--- config.mk ---
export PLATFORM = sky130hd
export DESIGN_NAME = exec_monitor
export DESIGN_NICKNAME = d
export VERILOG_FILES = /design/src/exec_monitor_pkg.sv /design/src/exec_monitor.sv
export SDC_FILE = /design/constraint.sdc
export NUM_CORES = 1
export LEC_CHECK = 0
export ABC_AREA = 1
export BUFFER_PORTS_ARGS = -buffer_cell sky130_fd_sc_hd__buf_2
export CAP_MARGIN = 25
export CORE_ASPECT_RATIO = 0.9
export CORE_MARGIN = 2
export CORE_UTILIZATION = 40
export CTS_CLUSTER_SIZE = 10
export DETAILED_ROUTE_END_ITERATION = 12
export HOLD_SLACK_MARGIN = 0.15
export PLACE_DENSITY_LB_ADDON = 0.12
export SYNTH_ARGS = -nofsm -noshare
export SYNTH_HDL_FRONTEND = slang
export SYNTH_SLANG_ARGS = --single-unit
--- constraint.sdc ---
create_clock -name sys_clk -period 7.17 [get_ports sys_clk]
set_clock_uncertainty 0.05 [all_clocks]
set_input_delay 1.0755 -clock sys_clk [delete_from_list [all_inputs] [get_ports sys_clk]]
set_output_delay 1.0755 -clock sys_clk [all_outputs]
set_load 0.03 [all_outputs]
--- src/exec_monitor_pkg.sv ---
/*
 * constants for the execution monitor: register offsets, fields, resets, timing.
 * assumes a 16-bit word register port with plain strobes.
 */
`default_nettype none
package exec_monitor_pkg;
	localparam int unsigned CLK_HZ = 10_000_000;
	localparam int unsigned ADDR_W = 16;
	localparam int unsigned DATA_W = 16;
	localparam int unsigned PC_W = 24;
	// ---------------------------------------------
	// register offsets
	// ---------------------------------------------
	localparam logic [15:0] WD_RELOAD_OFS = 16'hF443;
	localparam logic [15:0] WD_DIV_OFS = 16'hF444;
	localparam logic [15:0] FG_IRQ_EN_OFS = 16'hF450;
	localparam logic [15:0] FG_LEN_OFS = 16'hF451;
	localparam logic [15:0] LIVE_PC_HI_OFS = 16'hF460;
	localparam logic [15:0] LIVE_PC_LO_OFS = 16'hF461;
	localparam logic [15:0] PC_RESET_OFS = 16'hF462;
	localparam logic [15:0] FRAME_PEAK_HI_OFS = 16'hF463;
	localparam logic [15:0] FRAME_PEAK_LO_OFS = 16'hF464;
	localparam logic [15:0] ALL_PEAK_HI_OFS = 16'hF465;
	localparam logic [15:0] ALL_PEAK_LO_OFS = 16'hF466;
	localparam logic [15:0] IRQ_STATUS_OFS = 16'hF470;
	localparam logic [15:0] IRQ_MASK_OFS = 16'hF471;
	// ---------------------------------------------
	// fields and resets
	// ---------------------------------------------
	localparam int unsigned DIV_CODE_W = 4;
	localparam int unsigned RELOAD_W = 13;
	localparam int unsigned PRESCALE_W = 18;
	localparam logic [3:0] DIV_CODE_MAX = 4'hB;
	localparam logic [17:0] BASE_PERIOD = 18'h00040;
	localparam logic [15:0] REG_RESET = 16'h0000;
	localparam int unsigned EN_BIT = 0;
	localparam int unsigned CLR_BIT = 0;
	localparam int unsigned EV_FRAME_GROUP = 0;
	localparam int unsigned EV_WATCHDOG = 1;
	localparam int unsigned EV_W = 2;
endpackage : exec_monitor_pkg
`default_nettype wire

--- src/exec_monitor.sv ---
/*
 * execution monitor beside the core: watchdog prescaler and countdown,
 * frame-group interrupt, program counter observers, sticky event status.
 * assumes frame_start and core_pc are synchronous to sys_clk.
 */
// The strobed register port was chosen for this implementation.
// Operation
// - four-bit divider code: 64 cycles at code 0, doubling to 131072 at 11
// - watchdog timeout equals reload value times selected divider period
// - bit 0 of the enable register gates frame-group interrupts
// - frame counter advances per frame start, compared with 16-bit length
// - at the programmed length raise the interrupt and restart the counter
// - live 24-bit pc readable: upper byte and lower word registers
// - per-frame peak pc recorded, readable across two registers
// - all-time peak pc recorded since start, readable across two registers
// - reset bit set holds pc tracking cleared and frozen
// - setting then clearing the reset bit clears the all-time peak
// - the reset bit also clears the per-frame peak
// - watchdog loads the reload value, counts down, flags error at zero
// - watchdog reload value is 13 bits in bits 12 to 0
`default_nettype none
module exec_monitor
	import exec_monitor_pkg::*;
(
	input wire logic sys_clk,
	input wire logic nrst,
	input wire logic [ADDR_W-1:0] reg_addr,
	input wire logic [DATA_W-1:0] reg_wdata,
	input wire logic reg_wr,
	input wire logic reg_rd,
	output logic [DATA_W-1:0] reg_rdata,
	input wire logic frame_start,
	input wire logic wd_restart,
	input wire logic [PC_W-1:0] core_pc,
	output logic frame_group_irq,
	output logic wd_error,
	output logic irq
);
	// ---------------------------------------------
	// register file
	// ---------------------------------------------
	logic [RELOAD_W-1:0] wd_reload_value_ff;
	logic [DIV_CODE_W-1:0] wd_divider_code_ff;
	logic frame_group_irq_on_ff;
	logic [15:0] frame_group_count_ff;
	logic pc_stats_reset_bit_ff;
	logic [EV_W-1:0] irq_status_ff;
	logic [EV_W-1:0] irq_mask_ff;
	logic [DATA_W-1:0] rdata_ff;
	logic irq_ff;

	function automatic logic hit(input logic [ADDR_W-1:0] a, input logic [15:0] ofs);
		hit = (a == ofs);
	endfunction : hit

	// reserved bits are not stored and read back as zero
	always_ff @(posedge sys_clk or negedge nrst) begin
		if (!nrst) begin
			wd_reload_value_ff <= RELOAD_W'(REG_RESET);
			wd_divider_code_ff <= DIV_CODE_W'(REG_RESET);
			frame_group_irq_on_ff <= 1'b0;
			frame_group_count_ff <= REG_RESET;
			pc_stats_reset_bit_ff <= 1'b0;
			irq_mask_ff <= EV_W'(REG_RESET);
		end else if (reg_wr) begin
			if (hit(reg_addr, WD_RELOAD_OFS)) begin
				wd_reload_value_ff <= reg_wdata[RELOAD_W-1:0];
			end
			if (hit(reg_addr, WD_DIV_OFS)) begin
				wd_divider_code_ff <= reg_wdata[DIV_CODE_W-1:0];
			end
			if (hit(reg_addr, FG_IRQ_EN_OFS)) begin
				frame_group_irq_on_ff <= reg_wdata[EN_BIT];
			end
			if (hit(reg_addr, FG_LEN_OFS)) begin
				frame_group_count_ff <= reg_wdata;
			end
			if (hit(reg_addr, PC_RESET_OFS)) begin
				pc_stats_reset_bit_ff <= reg_wdata[CLR_BIT];
			end
			if (hit(reg_addr, IRQ_MASK_OFS)) begin
				irq_mask_ff <= reg_wdata[EV_W-1:0];
			end
		end
	end

	// ---------------------------------------------
	// watchdog prescaler and countdown
	// ---------------------------------------------
	logic [PRESCALE_W-1:0] div_cnt_ff;
	logic [PRESCALE_W-1:0] period_sel;
	logic tick_ff;
	logic [RELOAD_W-1:0] wd_cnt_ff;
	logic wd_error_ff;

	// undefined codes clamp to the longest period rather than wrapping
	always_comb begin
		if (wd_divider_code_ff > DIV_CODE_MAX) begin
			period_sel = BASE_PERIOD << DIV_CODE_MAX;
		end else begin
			period_sel = BASE_PERIOD << wd_divider_code_ff;
		end
	end

	always_ff @(posedge sys_clk or negedge nrst) begin
		if (!nrst) begin
			div_cnt_ff <= '0;
			tick_ff <= 1'b0;
		end else if (wd_restart) begin
			div_cnt_ff <= '0;
			tick_ff <= 1'b0;
		end else if (div_cnt_ff >= period_sel - 18'h00001) begin
			div_cnt_ff <= '0;
			tick_ff <= 1'b1;
		end else begin
			div_cnt_ff <= div_cnt_ff + 18'h00001;
			tick_ff <= 1'b0;
		end
	end

	// restart from core reloads; total timeout = reload x period
	always_ff @(posedge sys_clk or negedge nrst) begin
		if (!nrst) begin
			wd_cnt_ff <= '0;
			wd_error_ff <= 1'b0;
		end else if (wd_restart) begin
			wd_cnt_ff <= wd_reload_value_ff;
			wd_error_ff <= 1'b0;
		end else if (tick_ff && wd_cnt_ff != '0) begin
			wd_cnt_ff <= wd_cnt_ff - 13'h0001;
			wd_error_ff <= (wd_cnt_ff == 13'h0001);
		end else begin
			wd_error_ff <= 1'b0;
		end
	end

	// ---------------------------------------------
	// frame-group counter
	// ---------------------------------------------
	logic [15:0] fg_cnt_ff;
	logic fg_pulse_ff;
	logic [15:0] nxt_fg_cnt;

	assign nxt_fg_cnt = fg_cnt_ff + 16'h0001;

	always_ff @(posedge sys_clk or negedge nrst) begin
		if (!nrst) begin
			fg_cnt_ff <= '0;
			fg_pulse_ff <= 1'b0;
		end else if (frame_start) begin
			if (nxt_fg_cnt >= frame_group_count_ff) begin
				fg_cnt_ff <= '0;
				fg_pulse_ff <= frame_group_irq_on_ff;
			end else begin
				fg_cnt_ff <= nxt_fg_cnt;
				fg_pulse_ff <= 1'b0;
			end
		end else begin
			fg_pulse_ff <= 1'b0;
		end
	end

	// ---------------------------------------------
	// program counter observers
	// ---------------------------------------------
	logic [PC_W-1:0] live_pc_ff;
	logic [PC_W-1:0] run_peak_ff;
	logic [PC_W-1:0] frame_peak_ff;
	logic [PC_W-1:0] all_peak_ff;

	// the frame peak closes at each frame start; the open frame keeps its own running max
	always_ff @(posedge sys_clk or negedge nrst) begin
		if (!nrst) begin
			live_pc_ff <= '0;
			run_peak_ff <= '0;
			frame_peak_ff <= '0;
			all_peak_ff <= '0;
		end else if (pc_stats_reset_bit_ff) begin
			live_pc_ff <= '0;
			run_peak_ff <= '0;
			frame_peak_ff <= '0;
			all_peak_ff <= '0;
		end else begin
			live_pc_ff <= core_pc;
			if (frame_start) begin
				frame_peak_ff <= run_peak_ff;
				run_peak_ff <= core_pc;
			end else if (core_pc > run_peak_ff) begin
				run_peak_ff <= core_pc;
			end
			if (core_pc > all_peak_ff) begin
				all_peak_ff <= core_pc;
			end
		end
	end

	// ---------------------------------------------
	// event status and interrupt
	// ---------------------------------------------
	logic [EV_W-1:0] ev_set;
	logic [EV_W-1:0] ev_clr;
	logic [EV_W-1:0] nxt_irq_status;
	logic [EV_W-1:0] nxt_irq_mask;

	assign ev_set = {wd_error_ff, fg_pulse_ff};
	assign ev_clr = (reg_wr && hit(reg_addr, IRQ_STATUS_OFS)) ? reg_wdata[EV_W-1:0] : '0;
	// set wins over a write-one clear in the same cycle
	assign nxt_irq_status = (irq_status_ff & ~ev_clr) | ev_set;
	// irq follows the next status and mask, so a mask write never lags a cycle
	assign nxt_irq_mask = (reg_wr && hit(reg_addr, IRQ_MASK_OFS)) ?
		reg_wdata[EV_W-1:0] : irq_mask_ff;

	always_ff @(posedge sys_clk or negedge nrst) begin
		if (!nrst) begin
			irq_status_ff <= '0;
		end else begin
			irq_status_ff <= nxt_irq_status;
		end
	end

	always_ff @(posedge sys_clk or negedge nrst) begin
		if (!nrst) begin
			irq_ff <= 1'b0;
		end else begin
			irq_ff <= |(nxt_irq_status & nxt_irq_mask);
		end
	end

	// ---------------------------------------------
	// read port
	// ---------------------------------------------
	always_ff @(posedge sys_clk or negedge nrst) begin
		if (!nrst) begin
			rdata_ff <= '0;
		end else if (reg_rd) begin
			unique case (reg_addr)
				WD_RELOAD_OFS: rdata_ff <= {3'h0, wd_reload_value_ff};
				WD_DIV_OFS: rdata_ff <= {12'h000, wd_divider_code_ff};
				FG_IRQ_EN_OFS: rdata_ff <= {15'h0000, frame_group_irq_on_ff};
				FG_LEN_OFS: rdata_ff <= frame_group_count_ff;
				LIVE_PC_HI_OFS: rdata_ff <= {8'h00, live_pc_ff[23:16]};
				LIVE_PC_LO_OFS: rdata_ff <= live_pc_ff[15:0];
				PC_RESET_OFS: rdata_ff <= {15'h0000, pc_stats_reset_bit_ff};
				FRAME_PEAK_HI_OFS: rdata_ff <= {8'h00, frame_peak_ff[23:16]};
				FRAME_PEAK_LO_OFS: rdata_ff <= frame_peak_ff[15:0];
				ALL_PEAK_HI_OFS: rdata_ff <= {8'h00, all_peak_ff[23:16]};
				ALL_PEAK_LO_OFS: rdata_ff <= all_peak_ff[15:0];
				IRQ_STATUS_OFS: rdata_ff <= {14'h0000, irq_status_ff};
				IRQ_MASK_OFS: rdata_ff <= {14'h0000, irq_mask_ff};
				default: rdata_ff <= 16'h0000;
			endcase
		end else begin
			rdata_ff <= '0;
		end
	end

	assign reg_rdata = rdata_ff;
	assign frame_group_irq = fg_pulse_ff;
	assign wd_error = wd_error_ff;
	assign irq = irq_ff;

	// ---------------------------------------------
	// check helpers
	// ---------------------------------------------
	// total timeout is judged only while reload and divider stay untouched
	logic [30:0] wd_elapsed_ff;
	logic [30:0] wd_budget_ff;
	logic wd_cfg_kept_ff;

	always_ff @(posedge sys_clk or negedge nrst) begin
		if (!nrst) begin
			wd_elapsed_ff <= '0;
			wd_budget_ff <= '0;
			wd_cfg_kept_ff <= 1'b0;
		end else if (wd_restart) begin
			wd_elapsed_ff <= '0;
			wd_budget_ff <= 31'(wd_reload_value_ff) * 31'(period_sel);
			wd_cfg_kept_ff <= 1'b1;
		end else begin
			wd_elapsed_ff <= wd_elapsed_ff + 31'h00000001;
			if (reg_wr && (hit(reg_addr, WD_RELOAD_OFS) || hit(reg_addr, WD_DIV_OFS))) begin
				wd_cfg_kept_ff <= 1'b0;
			end
		end
	end
endmodule : exec_monitor
`default_nettype wire

==> reports/results.env, run 1 <==
STATUS='completed'
VIA_COUNT_OF_THE_FIRST_GLOBAL_ROUTING_PASS=9238
POST-PLACE-WS_NS=3.22
CTS_BUFFERS=25
MAX_CLOCK_FREQ_MHz=292
CHIPWIDTH_UM=182
P_INT_mW=1.87
START_KIND='input port'
PLACEMENTROWS=58
CRITPATHTOPFAMILY='simple AND/OR/NAND/NOR gates'
HOLD_VIOL_FINAL=0
RSZ_0062_RAISED_AFTER_GLOBAL_ROUTING='no'
CLOCKPOWERSHARE_PCT=46.8
SEQUENTIALPOWERSHARE_PCT=46.8
SWITCHINGPOWER_mW=0.588
POSTSYNTH.ASYNCRESETSHARE_PCT=100
TIMING.FINAL.SETUP_VIOLATIONS=0
CRITICAL_PATH_CLASS='input port to register'
INITIAL_CORE_UTIL_PCT=40.7
LEAKAGEPOWER_nW=6.23
HOLDCRITPATHCLASS='register to register'
NETLIST.TOP_CELL.BY_AREA='sky130_fd_sc_hd__dfrtp_1'
WORSTPATHMAXFANOUT=25
AREA_GROWTH_SYN_TO_LAYOUT_PCT=12.8
NUMBER_OF_FLOPS_MAPPED_TO_ENABLE_CELLS_BY_YOSYS=0
CTS_ROOT_BUFFER='sky130_fd_sc_hd__clkbuf_16'
NETLIST_AREA_SQ_UM=11400
CTS_MAX_LEVEL=1
CTS_MAX_PATH_BUFFERS=3
DETAILEDROUTE.FIRSTPASSITERATIONCOUNT=4
POST-ROUTE-PERIOD-UTIL_PCT=47.7
TIMING.CRITICAL_PATH.TO_TYPE='register'
SETUP_TOTAL_NEGATIVE_SLACK_NS=0
ANTENNA_LEFT=0
ROUTABILITYCONGESTION=0.844
CRITPATHBUFINV=1
IR_DROP_uV=171
NUMBER_OF_SETUP_BUFFERS_ADDED_AFTER_CTS=0
TRITONCTS_NUM_SINKS=202
FLOORPLAN.DIE_AREA_SQ_UM=29800
DIE_HEIGHT_UM=164
LAYOUT_SETUP_WS_NS=3.75
WORST_PATH_SLOWEST_CELL='sky130_fd_sc_hd__nand2_1'
CLK_LATENCY_NS=0.52
CRIT_CHAIN='buf_2 -> ha_1 -> a21oi_1 -> nor2_1 -> nor3_1 -> nand2_1 -> nand2_1 -> nand3_1 -> nand2_1 -> nand2_1 -> nand2_1 -> nand2_1'
SLEW_VIOLATIONS=0
PORT_BUFFERS=80
NUMBER_OF_ANTENNA_VIOLATIONS_AT_THE_FIRST_CHECK_IN_GLOBAL_ROUTING=0
FILL_CELLS=2805
WORST-ENDPOINT-ARRIVAL_NS=3.77
LARGEST_INCREMENTAL_DELAY_ON_THE_CRITICAL_PATH_NS=0.73
CRIT_CELLS=12
FINAL_LAYOUT_SIZE_SUFFIX_GT1_SHARE_PCT=9.97
WORSTREG2REGEND='fg_cnt_ff[2]'
CELLPOWERDENSITY_nW_PER_UM2=192
DR.FIRST_ITER.DRC_COUNT=604
CRITICAL-PATH-TOP-CELL-BY-COUNT='sky130_fd_sc_hd__nand2_1'
CP-ENDPOINT='run_peak_ff[16]'
SYNTHTOPCELLSBYAREA='sky130_fd_sc_hd__dfrtp_1 (44%), sky130_fd_sc_hd__nand2_1 (12%), sky130_fd_sc_hd__ha_1 (8.9%), sky130_fd_sc_hd__inv_1 (6.4%), sky130_fd_sc_hd__nor2_1 (5.0%)'
HOLDBUFCOUNTCTS=0
CP-STARTPOINT='core_pc[5]'
CTS_RESIZED=0
YS_TYPES=44
GLOBALROUTEOVERFLOWTOTAL=0
SYNTH-MAIN-FF-CELL='sky130_fd_sc_hd__dfrtp_1'
POST_SYNTH_MOST_FREQUENT_CELLS='sky130_fd_sc_hd__nand2_1 (353), sky130_fd_sc_hd__dfrtp_1 (202), sky130_fd_sc_hd__inv_1 (193)'
TOP_LEVEL_PORTS=81
DETAILED_PLACE.AREA_SQ_UM=12100
SYNTH_TOP_AREA_SHARE_PCT=44.5
WORST-R2R-CELL-COUNT=15
SYNTHESIS.INSTANCES=1443
DRT_DRC_VIOLATIONS_LEFT=0
REG2REG_SETUP_SLACK_NS=3.78
PWR-SHARE-COMB_PCT=6.4
SLEW_HEADROOM_PCT=45.8
CTS_TREE='built'
POST-ROUTE-CELL-AREA_SQ_UM=12800
ROUTE.DETAILED.WL_PER_INST_UM=16.6
DR_TOTAL_VIAS=9516
CTS.REPORTEDPATHS.CLKPINSLEW_NS=0.05
FINALNETCOUNT=1657
AVGVIACOUNTPERCELL=5.05
GLOBALROUTETOTALUTIL_PCT=21.5
PIN_COUNT_OF_THE_BIGGEST_NET_ENTERING_GLOBAL_ROUTING=108
HOLD_WS_NS=0.416
CORE-AREA_SQ_UM=27900
NUM_ANTENNA_CELLS=0
TOTAL_WIRELENGTH_UM=31300
YS_WARN_COUNT=0
SYNTH-SEQ-AREA-SHARE_PCT=44.5
HPWL_UM=23200
R2R_START='fg_cnt_ff[0]'
POWER_SWITCHING_SHARE_PCT=23.9
P_TOTAL_mW=2.46
MIN-DELAY-START='div_cnt_ff[0]'
MAX_CAP_VIOL=0
YOSYS.CELL_COUNT.TOP_TYPE='sky130_fd_sc_hd__nand2_1'
GRT_FIRST_PASS_WIRELENGTH_UM=50700
WORSTPATHREQUIRED_NS=7.52
AVGSYNTHCELLAREA_SQ_UM=7.88
SYNTH_NETS=1586
FIN_CRIT_NS=3.42
YS_SEQ_ELEMENTS=202
TIGHTEST_SLEW_NS=0.813
worst min path at each step:
| stage | slack [ns] | cells after the start | endpoint |
|---|---|---|---|
| after floorplan | 0.38 | 1 | div_cnt_ff[0] |
| after global placement | 0.40 | 1 | div_cnt_ff[0] |
| after detailed placement | 0.41 | 1 | div_cnt_ff[0] |
| after CTS | 0.42 | 1 | div_cnt_ff[0] |
| after global routing | 0.45 | 1 | div_cnt_ff[0] |
| final | 0.42 | 1 | div_cnt_ff[0] |
layout make-up:
type                            instances  area, sq um  share of cell area, %
Clock buffer                           35          673                   5.25
Clock inverter                          3         43.8                  0.342
Inverter                              206          774                   6.04
Sequential cell                       202         5050                   39.4
Timing Repair Buffer                   84          472                   3.68
Tap cell                              360          450                   3.51
Multi-Input combinational cell        995         5350                   41.7
power groups by stage:
| stage | Sequential [mW] | Combinational, mW | Clock [mW] |
|---|---|---|---|
| floorplan | 1.17 | 0.0813 | 0 |
| global placement | 1.17 | 0.158 | 0 |
| detailed placement | 1.17 | 0.160 | 0 |
| CTS | 1.15 | 0.161 | 1.18 |
| global route | 1.15 | 0.182 | 1.23 |
| finish | 1.15 | 0.157 | 1.15 |
cells in the final DEF, fill, tap and decap left out, types with 3 or more instances in the layout:
cell	netlist	layout
sky130_fd_sc_hd__nand3_1	95	95
sky130_fd_sc_hd__xor2_1	27	27
sky130_fd_sc_hd__clkbuf_16	0	25
sky130_fd_sc_hd__nand2_2	6	6
sky130_fd_sc_hd__o22ai_1	20	20
sky130_fd_sc_hd__o221ai_1	7	7
sky130_fd_sc_hd__nor2_4	4	4
sky130_fd_sc_hd__o21ai_1	23	23
sky130_fd_sc_hd__nor2_2	7	8
sky130_fd_sc_hd__mux2_4	3	3
sky130_fd_sc_hd__nand4_1	20	20
sky130_fd_sc_hd__a21oi_1	66	66
sky130_fd_sc_hd__buf_2	4	79
sky130_fd_sc_hd__clkbuf_1	27	9
sky130_fd_sc_hd__dfrtp_1	202	202
sky130_fd_sc_hd__nor2_1	151	150
sky130_fd_sc_hd__a22oi_1	3	3
sky130_fd_sc_hd__nand2_1	353	353
sky130_fd_sc_hd__o21ai_0	66	66
sky130_fd_sc_hd__inv_2	10	10
sky130_fd_sc_hd__xnor2_1	5	5
sky130_fd_sc_hd__nor3_1	21	21
sky130_fd_sc_hd__nand3b_1	4	4
sky130_fd_sc_hd__ha_1	81	81
sky130_fd_sc_hd__inv_1	193	193
sky130_fd_sc_hd__o211ai_1	14	14
sequential cells by signal (all words and copies together), names as in the netlist, 2 cells and up:
name	count
all_peak_ff	24
wd_cnt_ff	13
live_pc_ff	24
irq_mask_ff	2
fg_cnt_ff	16
irq_status_ff	2
reg_rdata	16
frame_peak_ff	24
div_cnt_ff	18
wd_reload_value_ff	13
run_peak_ff	24
frame_group_count_ff	16
wd_divider_code_ff	4
metrics by stage:
step	instances	util [%]
2_1_floorplan	1443	-
3_3_place_gp	1846	43.2
3_5_place_dp	1846	43.2
4_1_cts	1884	45.8
5_1_grt	1885	45.9
6_report	1885	45.9
layer usage:
layer | vias to the layer above | track usage, % | share of wire (%)
met2 | 161 | 34.8 | 45
met3 | 41 | 2.77 | 3.5
met5 | - | 0 | 0
met1 | 4506 | 31.3 | 50
li1 | 4808 | - | -
met4 | 0 | 3.88 | 1.6
cells by family after synthesis:
family,Yosys count,synth area share (%)
buffers and inverters,246,8.48
muxes,3,0.396
adders and majority gates,81,8.92
AOI/OAI and AO/OA,208,10.2
other,1,0.0330
xor gates and xnor gates,32,2.47
DFF,202,44.5
and+or+nand+nor,670,25.0
(Power assumes the default switching activity.)
==> run 2: changes to the inputs <==
==> constraint.sdc (replaced) <==
create_clock -name sys_clk -period 3.3 [get_ports sys_clk]
set_clock_uncertainty 0.05 [all_clocks]
set_input_delay 0.495 -clock sys_clk [delete_from_list [all_inputs] [get_ports sys_clk]]
set_output_delay 0.495 -clock sys_clk [all_outputs]
set_load 0.03 [all_outputs]
==> run 2 against run 1 <==
Design area is 1.4% higher. Non-clock buffer count is 16 higher. Power is 120% higher. Largest power group is now the clock network.
==> reports/results.env, run 2 (synthesis gave the netlist of run 1 again) <==
WORSTPATHMAXFANOUT=13  # was 25
TIGHTEST_SLEW_NS=0.654  # was 0.813 ns
INITIAL_CORE_UTIL_PCT=40.7  # unchanged
AREA_GROWTH_SYN_TO_LAYOUT_PCT=14.3  # was 12.8%
RSZ_0062_RAISED_AFTER_GLOBAL_ROUTING='no'  # unchanged
CHIPWIDTH_UM=182  # unchanged
LAYOUT_COMMON_CELLS='sky130_fd_sc_hd__nand2_1 (353), sky130_fd_sc_hd__dfrtp_1 (202), sky130_fd_sc_hd__inv_1 (193), sky130_fd_sc_hd__nor2_1 (148), sky130_fd_sc_hd__nand3_1 (95)'  # was sky130_fd_sc_hd__nand2_1 (353), sky130_fd_sc_hd__dfrtp_1 (202), sky130_fd_sc_hd__inv_1 (193), sky130_fd_sc_hd__nor2_1 (150), sky130_fd_sc_hd__nand3_1 (95)
CTS_MAX_LEVEL=1  # unchanged
CTS_ROOT_BUFFER='sky130_fd_sc_hd__clkbuf_16'  # unchanged
DETAILEDROUTE.FIRSTPASSITERATIONCOUNT=5  # was 4
GLOBALROUTEOVERFLOWTOTAL=0  # unchanged
CLOCKPOWERSHARE_PCT=47.2  # was 46.8%
FINAL_LAYOUT_SIZE_SUFFIX_GT1_SHARE_PCT=10.9  # was 9.97%
FLOORPLAN.DIE_AREA_SQ_UM=29800  # unchanged
PIN_COUNT_OF_THE_BIGGEST_NET_ENTERING_GLOBAL_ROUTING=66  # was 108
POST-PLACE-WS_NS=0.418  # was 3.22 ns
IR_DROP_uV=309  # was 171 uV
CORE-AREA_SQ_UM=27900  # unchanged
FINALNETCOUNT=1673  # was 1657
SLEW_HEADROOM_PCT=56.3  # was 45.8%
CLK_LATENCY_NS=0.53  # was 0.52 ns
PWR-SHARE-COMB_PCT=6.7  # was 6.4%
SETUP_TOTAL_NEGATIVE_SLACK_NS=0  # unchanged
MAX_CLOCK_FREQ_MHz=355
P_INT_mW=4.14  # was 1.87 mW
SEQUENTIALPOWERSHARE_PCT=46.0  # was 46.8%
ROUTE.DETAILED.WL_PER_INST_UM=16.6  # about the same
CTS_MAX_PATH_BUFFERS=3  # unchanged
SLEW_VIOLATIONS=0  # unchanged
WORST-ENDPOINT-ARRIVAL_NS=3.22  # was 3.77 ns
TRITONCTS_NUM_SINKS=202  # unchanged
SWITCHINGPOWER_mW=1.29  # was 0.588 mW
NUM_ANTENNA_CELLS=0  # unchanged
ROUTABILITYCONGESTION=0.833  # was 0.844
GLOBALROUTETOTALUTIL_PCT=21.9  # was 21.5%
DR_TOTAL_VIAS=9493  # was 9516
DIE_HEIGHT_UM=164  # unchanged
CTS_BUFFERS=25  # unchanged
TIMING.FINAL.SETUP_VIOLATIONS=0  # unchanged
VIA_COUNT_OF_THE_FIRST_GLOBAL_ROUTING_PASS=9358  # was 9238
TOP_LEVEL_PORTS=81  # unchanged
HOLD_VIOL_FINAL=0  # unchanged
PORT_BUFFERS=80  # unchanged
POST-ROUTE-PERIOD-UTIL_PCT=85.5
START_KIND='register'  # was input port
LAYOUT_SETUP_WS_NS=0.479  # was 3.75 ns
POWER_SWITCHING_SHARE_PCT=23.7  # was 23.9%
PLACEMENTROWS=58  # unchanged
HOLDCRITPATHCLASS='input port to register'  # was register to register
LEAKAGEPOWER_nW=6.32  # was 6.23 nW
AVGVIACOUNTPERCELL=5.00  # was 5.05
CTS_TREE='built'  # unchanged
MAX_CAP_VIOL=0  # unchanged
POST-ROUTE-UTIL_PCT=46.5  # was 45.9%
MOST_FREQUENT_STANDARD_CELL_IN_THE_LAYOUT_EXCLUDING_FILL_AND_TAP_CELLS='sky130_fd_sc_hd__nand2_1'  # unchanged
STATUS='completed'  # unchanged
TIMING.CRITICAL_PATH.TO_TYPE='register'  # unchanged
CTS.REPORTEDPATHS.CLKPINSLEW_NS=0.06  # was 0.05 ns
CRITICAL_PATH_CLASS='register to register'  # was input port to register
DR.FIRST_ITER.DRC_COUNT=608  # was 604
FIN_CRIT_NS=2.82
ANTENNA_LEFT=0  # unchanged
TOTAL_WIRELENGTH_UM=31600  # was 31300 um
DRT_DRC_VIOLATIONS_LEFT=0  # unchanged
WORSTPATHREQUIRED_NS=3.70  # was 7.52 ns
NUMBER_OF_ANTENNA_VIOLATIONS_AT_THE_FIRST_CHECK_IN_GLOBAL_ROUTING=0  # unchanged
NUMBER_OF_SETUP_BUFFERS_ADDED_AFTER_CTS=0  # unchanged
GRT_FIRST_PASS_WIRELENGTH_UM=51700  # was 50700 um
HPWL_UM=23400  # was 23200 um
CELLPOWERDENSITY_nW_PER_UM2=418  # was 192 nW/um^2
## run 2: cell types whose count changed in the layout (fill, tap and decap cells not counted)
cell and change:
sky130_fd_sc_hd__buf_4 +10, sky130_fd_sc_hd__dlygate4sd3_1 +4, sky130_fd_sc_hd__buf_12 +3, sky130_fd_sc_hd__clkbuf_1 -3, sky130_fd_sc_hd__clkbuf_8 +3, sky130_fd_sc_hd__nor2_1 -2, sky130_fd_sc_hd__nor2_2 +2, sky130_fd_sc_hd__buf_16 -1
sky130_fd_sc_hd__clkinv_2 -1
## run 2: final timing paths
check | from | to | slack (ns) | depth (start not counted)
setup reg to reg | wd_divider_code_ff[3] | div_cnt_ff[12] | 0.48 | 15
hold / removal | core_pc[7] | live_pc_ff[7] | 0.18 | 3
setup / recovery | wd_divider_code_ff[3] | div_cnt_ff[12] | 0.48 | 15
min in group asynchronous | nrst | wd_divider_code_ff[0] | 0.50 | 2
hold reg to reg | div_cnt_ff[0] | div_cnt_ff[0] | 0.41 | 1
max in group asynchronous | nrst | run_peak_ff[14] | 1.96 | 3
## run 2: critical path: stages, from the launching register on
cell                       delay, ns
sky130_fd_sc_hd__dfrtp_1        0.46
sky130_fd_sc_hd__nor2_1         0.27
sky130_fd_sc_hd__nand2_1        0.12
sky130_fd_sc_hd__ha_1           0.25
sky130_fd_sc_hd__nand2_1        0.13
sky130_fd_sc_hd__nor3_1         0.06
sky130_fd_sc_hd__a21oi_1        0.13
sky130_fd_sc_hd__ha_1           0.24
sky130_fd_sc_hd__nand4_1        0.10
sky130_fd_sc_hd__inv_1          0.05
sky130_fd_sc_hd__nand2_1        0.05
sky130_fd_sc_hd__o211ai_1       0.07
sky130_fd_sc_hd__a21oi_1        0.33
sky130_fd_sc_hd__nand3_1        0.12
sky130_fd_sc_hd__buf_4          0.22
sky130_fd_sc_hd__nor2_1         0.11
## run 2: layout make-up
| type | instances | area (sq um) |
|---|---|---|
| tap | 360 | 450 |
| multi-input combinational | 995 | 5360 |
| clock inverter | 2 | 38.8 |
| timing repair buffer | 100 | 619 |
| sequential | 202 | 5050 |
| fill | 2796 | 14900 |
| clock buffer | 35 | 703 |
| inverter | 206 | 774 |
## run 2: stage by stage
step / power, mW / instance area, sq um / hold slack [ns] / std cells
after CTS: 5.51 / 13000 / 0.158 / 1900
after global placement: 2.91 / 12200 / 0.403 / 1859
final: 5.43 / 13000 / 0.175 / 1900
after detailed placement: 2.91 / 12200 / 0.410 / 1859
after global routing: 5.65 / 13000 / 0.176 / 1900
after floorplan: 2.72 / 11400 / 0.149 / 1443
## run 2: power by group through the flow
stage	Sequential (mW)	Combinational (mW)	Clock [mW]
6_report	2.50	0.365	2.57
5_1_grt	2.50	0.418	2.73
4_1_cts	2.50	0.373	2.64
3_5_place_dp	2.54	0.368	0
3_3_place_gp	2.54	0.365	0
2_1_floorplan	2.54	0.177	0
## run 2: what timing repair did
action / 4_1_cts / 5_1_grt
endpoints found under the hold margin: 65 / 0
hold buffers: 4 / 0
setup endpoints to repair: 0 / 17
gates resized for setup: 0 / 2
## run 2: routing by layer
metal	GRT usage, %	vias to the layer above	wire (um)
met5	0	-	0
met4	4.77	0	616
met3	2.66	42	995
met2	35.5	148	14300
met1	31.6	4462	15700
li1	-	4841	-
==> run 3: changes to the inputs <==
--- a/config.mk
+++ b/config.mk
@@ -5,7 +5,6 @@
 export SDC_FILE = /design/constraint.sdc
 export NUM_CORES = 1
 export LEC_CHECK = 0
-export ABC_AREA = 1
 export BUFFER_PORTS_ARGS = -buffer_cell sky130_fd_sc_hd__buf_2
 export CAP_MARGIN = 25
 export CORE_ASPECT_RATIO = 0.9
==> run 3 against run 2 <==
Via count is 15% lower. Sequential power is 22% higher. Critical endpoint is now div_cnt_ff[9]. Synthesized area is 3.1% lower. Non-clock buffer count is 15 higher.
==> reports/results.env, run 3 <==
CTS_MAX_LEVEL=1  # unchanged
TOTAL_WIRELENGTH_UM=28000  # was 31600 um
FIN_CRIT_NS=3.18  # was 2.82 ns
CTS_TREE='built'  # unchanged
TRITONCTS_NUM_SINKS=202  # unchanged
FINAL_LAYOUT_SIZE_SUFFIX_GT1_SHARE_PCT=19.8  # was 10.9%
MAX_CLOCK_FREQ_MHz=315  # was 355 MHz
NETLIST.TOP_CELL.BY_AREA='sky130_fd_sc_hd__dfrtp_1'  # unchanged
PIN_COUNT_OF_THE_BIGGEST_NET_ENTERING_GLOBAL_ROUTING=77  # was 66
CRITICAL_PATH_CLASS='register to register'  # unchanged
AVGVIACOUNTPERCELL=5.37  # was 5.00
GRT_FIRST_PASS_WIRELENGTH_UM=45100  # was 51700 um
HOLDCRITPATHCLASS='input port to register'  # unchanged
TIMING.CRITICAL_PATH.TO_TYPE='register'  # unchanged
POST-ROUTE-UTIL_PCT=47.2  # was 46.5%
STATUS='completed'  # unchanged
GLOBALROUTEOVERFLOWTOTAL=0  # unchanged
AVGSYNTHCELLAREA_SQ_UM=10.5  # was 7.88 sq um
CORE-AREA_SQ_UM=27000  # was 27900 sq um
POSTSYNTH.ASYNCRESETSHARE_PCT=100  # unchanged
HPWL_UM=20700  # was 23400 um
START_KIND='register'  # unchanged
FLOORPLAN.DIE_AREA_SQ_UM=28900  # was 29800 sq um
TIGHTEST_SLEW_NS=0.673  # was 0.654 ns
ROUTE.DETAILED.WL_PER_INST_UM=18.6  # was 16.6 um
HOLD_VIOL_FINAL=0  # unchanged
PORT_BUFFERS=80  # unchanged
NUMBER_OF_FLOPS_MAPPED_TO_ENABLE_CELLS_BY_YOSYS=0  # unchanged
WORST-ENDPOINT-ARRIVAL_NS=3.57  # was 3.22 ns
LEAKAGEPOWER_nW=6.17  # was 6.32 nW
MAX_CAP_VIOL=0  # unchanged
AREA_GROWTH_SYN_TO_LAYOUT_PCT=15.9  # was 14.3%
NUM_ANTENNA_CELLS=0  # unchanged
IR_DROP_uV=384  # was 309 uV
WORSTPATHMAXFANOUT=18  # was 13
NUMBER_OF_ANTENNA_VIOLATIONS_AT_THE_FIRST_CHECK_IN_GLOBAL_ROUTING=0  # unchanged
CTS_MAX_PATH_BUFFERS=3  # unchanged
YS_WARN_COUNT=0  # unchanged
INITIAL_CORE_UTIL_PCT=40.7  # about the same
PLACEDCELLCOUNT=1467  # was 1859
POST-ROUTE-PERIOD-UTIL_PCT=96.3  # was 85.5%
SLEW_VIOLATIONS=0  # unchanged
ANTENNA_LEFT=0  # unchanged
SYNTH_NETS=1189  # was 1586
YS_SEQ_ELEMENTS=202  # unchanged
YOSYS.CELL_COUNT.TOP_TYPE='sky130_fd_sc_hd__dfrtp_1'  # was sky130_fd_sc_hd__nand2_1
LAYOUT_SETUP_WS_NS=0.122  # was 0.479 ns
SYNTH-MAIN-FF-CELL='sky130_fd_sc_hd__dfrtp_1'  # unchanged
DR.FIRST_ITER.DRC_COUNT=549  # was 608
FINALNETCOUNT=1288  # was 1673
SYNTH_TOP_AREA_SHARE_PCT=45.9  # was 44.5%
CTS.REPORTEDPATHS.CLKPINSLEW_NS=0.06  # about the same
POST-PLACE-WS_NS=0.0710  # was 0.418 ns
LAYOUT_COMMON_CELLS='sky130_fd_sc_hd__dfrtp_1 (201), sky130_fd_sc_hd__nor2_1 (96), sky130_fd_sc_hd__ha_1 (80), sky130_fd_sc_hd__buf_2 (79), sky130_fd_sc_hd__inv_1 (74)'  # was sky130_fd_sc_hd__nand2_1 (353), sky130_fd_sc_hd__dfrtp_1 (202), sky130_fd_sc_hd__inv_1 (193), sky130_fd_sc_hd__nor2_1 (148), sky130_fd_sc_hd__nand3_1 (95)
PLACEMENTROWS=57  # was 58
CTS_BUFFERS=25  # unchanged
DIE_HEIGHT_UM=161  # was 164 um
FILL_CELLS=2549  # was 2796
DETAILEDROUTE.FIRSTPASSITERATIONCOUNT=6  # was 5
VIA_COUNT_OF_THE_FIRST_GLOBAL_ROUTING_PASS=7961  # was 9358
DRT_DRC_VIOLATIONS_LEFT=0  # unchanged
SYNTHESIS.INSTANCES=1046  # was 1443
GLOBALROUTETOTALUTIL_PCT=19.9  # was 21.9%
CHIPWIDTH_UM=179  # was 182 um
DR_TOTAL_VIAS=8096  # was 9493
SLEW_HEADROOM_PCT=55.1  # was 56.3%
NETLIST_AREA_SQ_UM=11000  # was 11400 sq um
FINALNONFILLERCELLS=1508  # was 1900
WORSTPATHREQUIRED_NS=3.70  # about the same
CTS_ROOT_BUFFER='sky130_fd_sc_hd__clkbuf_16'  # unchanged
YS_TYPES=71  # was 44
SYNTH-SEQ-AREA-SHARE_PCT=45.9  # was 44.5%
MOST_FREQUENT_STANDARD_CELL_IN_THE_LAYOUT_EXCLUDING_FILL_AND_TAP_CELLS='sky130_fd_sc_hd__dfrtp_1'  # was sky130_fd_sc_hd__nand2_1
SYNTHTOPCELLSBYAREA='sky130_fd_sc_hd__dfrtp_1 (46%), sky130_fd_sc_hd__ha_1 (9.2%), sky130_fd_sc_hd__mux2i_1 (5.5%), sky130_fd_sc_hd__mux2_2 (5.2%), sky130_fd_sc_hd__nor2_1 (3.3%)'  # was sky130_fd_sc_hd__dfrtp_1 (44%), sky130_fd_sc_hd__nand2_1 (12%), sky130_fd_sc_hd__ha_1 (8.9%), sky130_fd_sc_hd__inv_1 (6.4%), sky130_fd_sc_hd__nor2_1 (5.0%)
CELLPOWERDENSITY_nW_PER_UM2=540  # was 418 nW/um^2
TOP_LEVEL_PORTS=81  # unchanged
REG2REG_SETUP_SLACK_NS=0.12  # was 0.48 ns
CLK_LATENCY_NS=0.52  # was 0.53 ns
POST_SYNTH_MOST_FREQUENT_CELLS='sky130_fd_sc_hd__dfrtp_1 (202), sky130_fd_sc_hd__nor2_1 (98), sky130_fd_sc_hd__ha_1 (81)'  # was sky130_fd_sc_hd__nand2_1 (353), sky130_fd_sc_hd__dfrtp_1 (202), sky130_fd_sc_hd__inv_1 (193)
ROUTABILITYCONGESTION=0.811  # was 0.833
TIMING.FINAL.SETUP_VIOLATIONS=0  # unchanged
run 3: cell types whose count changed in the layout (fill, tap and decap cells not counted), moves of 15 or more:
cell,change
sky130_fd_sc_hd__nand2_1,-299
sky130_fd_sc_hd__inv_1,-119
sky130_fd_sc_hd__nand3_1,-76
sky130_fd_sc_hd__mux2i_1,+60
sky130_fd_sc_hd__nor2_1,-52
sky130_fd_sc_hd__mux2_2,+51
sky130_fd_sc_hd__nor2b_1,+29
sky130_fd_sc_hd__o21ai_0,-28
sky130_fd_sc_hd__a21oi_1,-19
sky130_fd_sc_hd__o21ai_1,-19
sky130_fd_sc_hd__o22ai_1,-18
sky130_fd_sc_hd__xnor2_1,+18
sky130_fd_sc_hd__a22oi_1,+15
sky130_fd_sc_hd__buf_4,+15
run 3: final timing paths:
kind / end / startpoint / depth (start not counted)
max: div_cnt_ff[9] / wd_divider_code_ff[3] / 14
min: frame_group_count_ff[9] / reg_wdata[9] / 2
max reg2reg: div_cnt_ff[9] / wd_divider_code_ff[3] / 14
min reg2reg: div_cnt_ff[0] / div_cnt_ff[0] / 1
max in group asynchronous: frame_group_count_ff[5] / nrst / 3
min in group asynchronous: div_cnt_ff[14] / nrst / 2
run 3: cell families (layout without fill, tap and decap cells):
group	count (synthesis)	count (layout)	synth area share [%]
fa+ha+maj	81	81	9.20
xor+xnor	41	41	3.26
simple gates	290	290	13.4
mux	122	122	12.1
compound gates	191	191	11.6
other cells	1	1	0.0341
buf+inv	118	226	4.44
flops	202	202	45.9
run 3: area by class of cell:
class                   instances  area (sq um)  share of cell area [%]
multi-input cells             726          5550                    43.4
flip-flops and latches        202          5060                    39.6
repair buffers                115           732                    5.73
clock buffers                  34           689                    5.40
well taps                     354           443                    3.47
inverters                      75           282                    2.21
clock inverters                 2          17.5                   0.137
run 3: worst max-delay path, cell delays in order (launching register included):
cell	delay (ns)
sky130_fd_sc_hd__dfrtp_1	0.37
sky130_fd_sc_hd__or4_4	0.56
sky130_fd_sc_hd__ha_4	0.20
sky130_fd_sc_hd__nor2_2	0.10
sky130_fd_sc_hd__mux2i_1	0.08
sky130_fd_sc_hd__o32a_1	0.30
sky130_fd_sc_hd__ha_1	0.19
sky130_fd_sc_hd__a21o_1	0.16
sky130_fd_sc_hd__a21o_1	0.17
sky130_fd_sc_hd__a21oi_1	0.15
sky130_fd_sc_hd__o21ai_0	0.11
sky130_fd_sc_hd__a21o_1	0.16
sky130_fd_sc_hd__or2_1	0.24
sky130_fd_sc_hd__buf_12	0.16
sky130_fd_sc_hd__nor2_1	0.11
run 3: repair_timing:
action,CTS,global route
resized for setup,0,16
setup endpoints to repair,0,32
setup buffers,0,1
hold endpoints to repair,75,0
hold buffers,4,0
run 3: report_power, final:
part / switching, mW / leakage (nW) / total, mW / internal [mW]
registers: 0.280 / 2.60 / 3.05 / 2.77
clock network: 1.02 / 0.345 / 2.45 / 1.43
logic: 0.768 / 3.22 / 1.39 / 0.624
run 3: metal layers:
layer  GRT usage, %  vias to the layer above  share of wire (%)
met5              0                        -                  0
met4           3.95                        0                1.8
met3           2.71                       34                3.3
met2           30.0                      120                 44
met1           30.5                     4015                 51
li1               -                     3927                  -
run 3: metrics by stage:
stage                     power, mW  setup TNS (ns)  hold WS, ns  instance area [sq um]
after floorplan                3.95               0        0.149                  11000
after global placement         4.45               0        0.429                  11900
after detailed placement       4.49               0        0.432                  11900
after CTS                      6.97               0        0.166                  12700
after global routing           7.32         -0.0185        0.171                  12800
final                          6.89               0        0.188                  12800
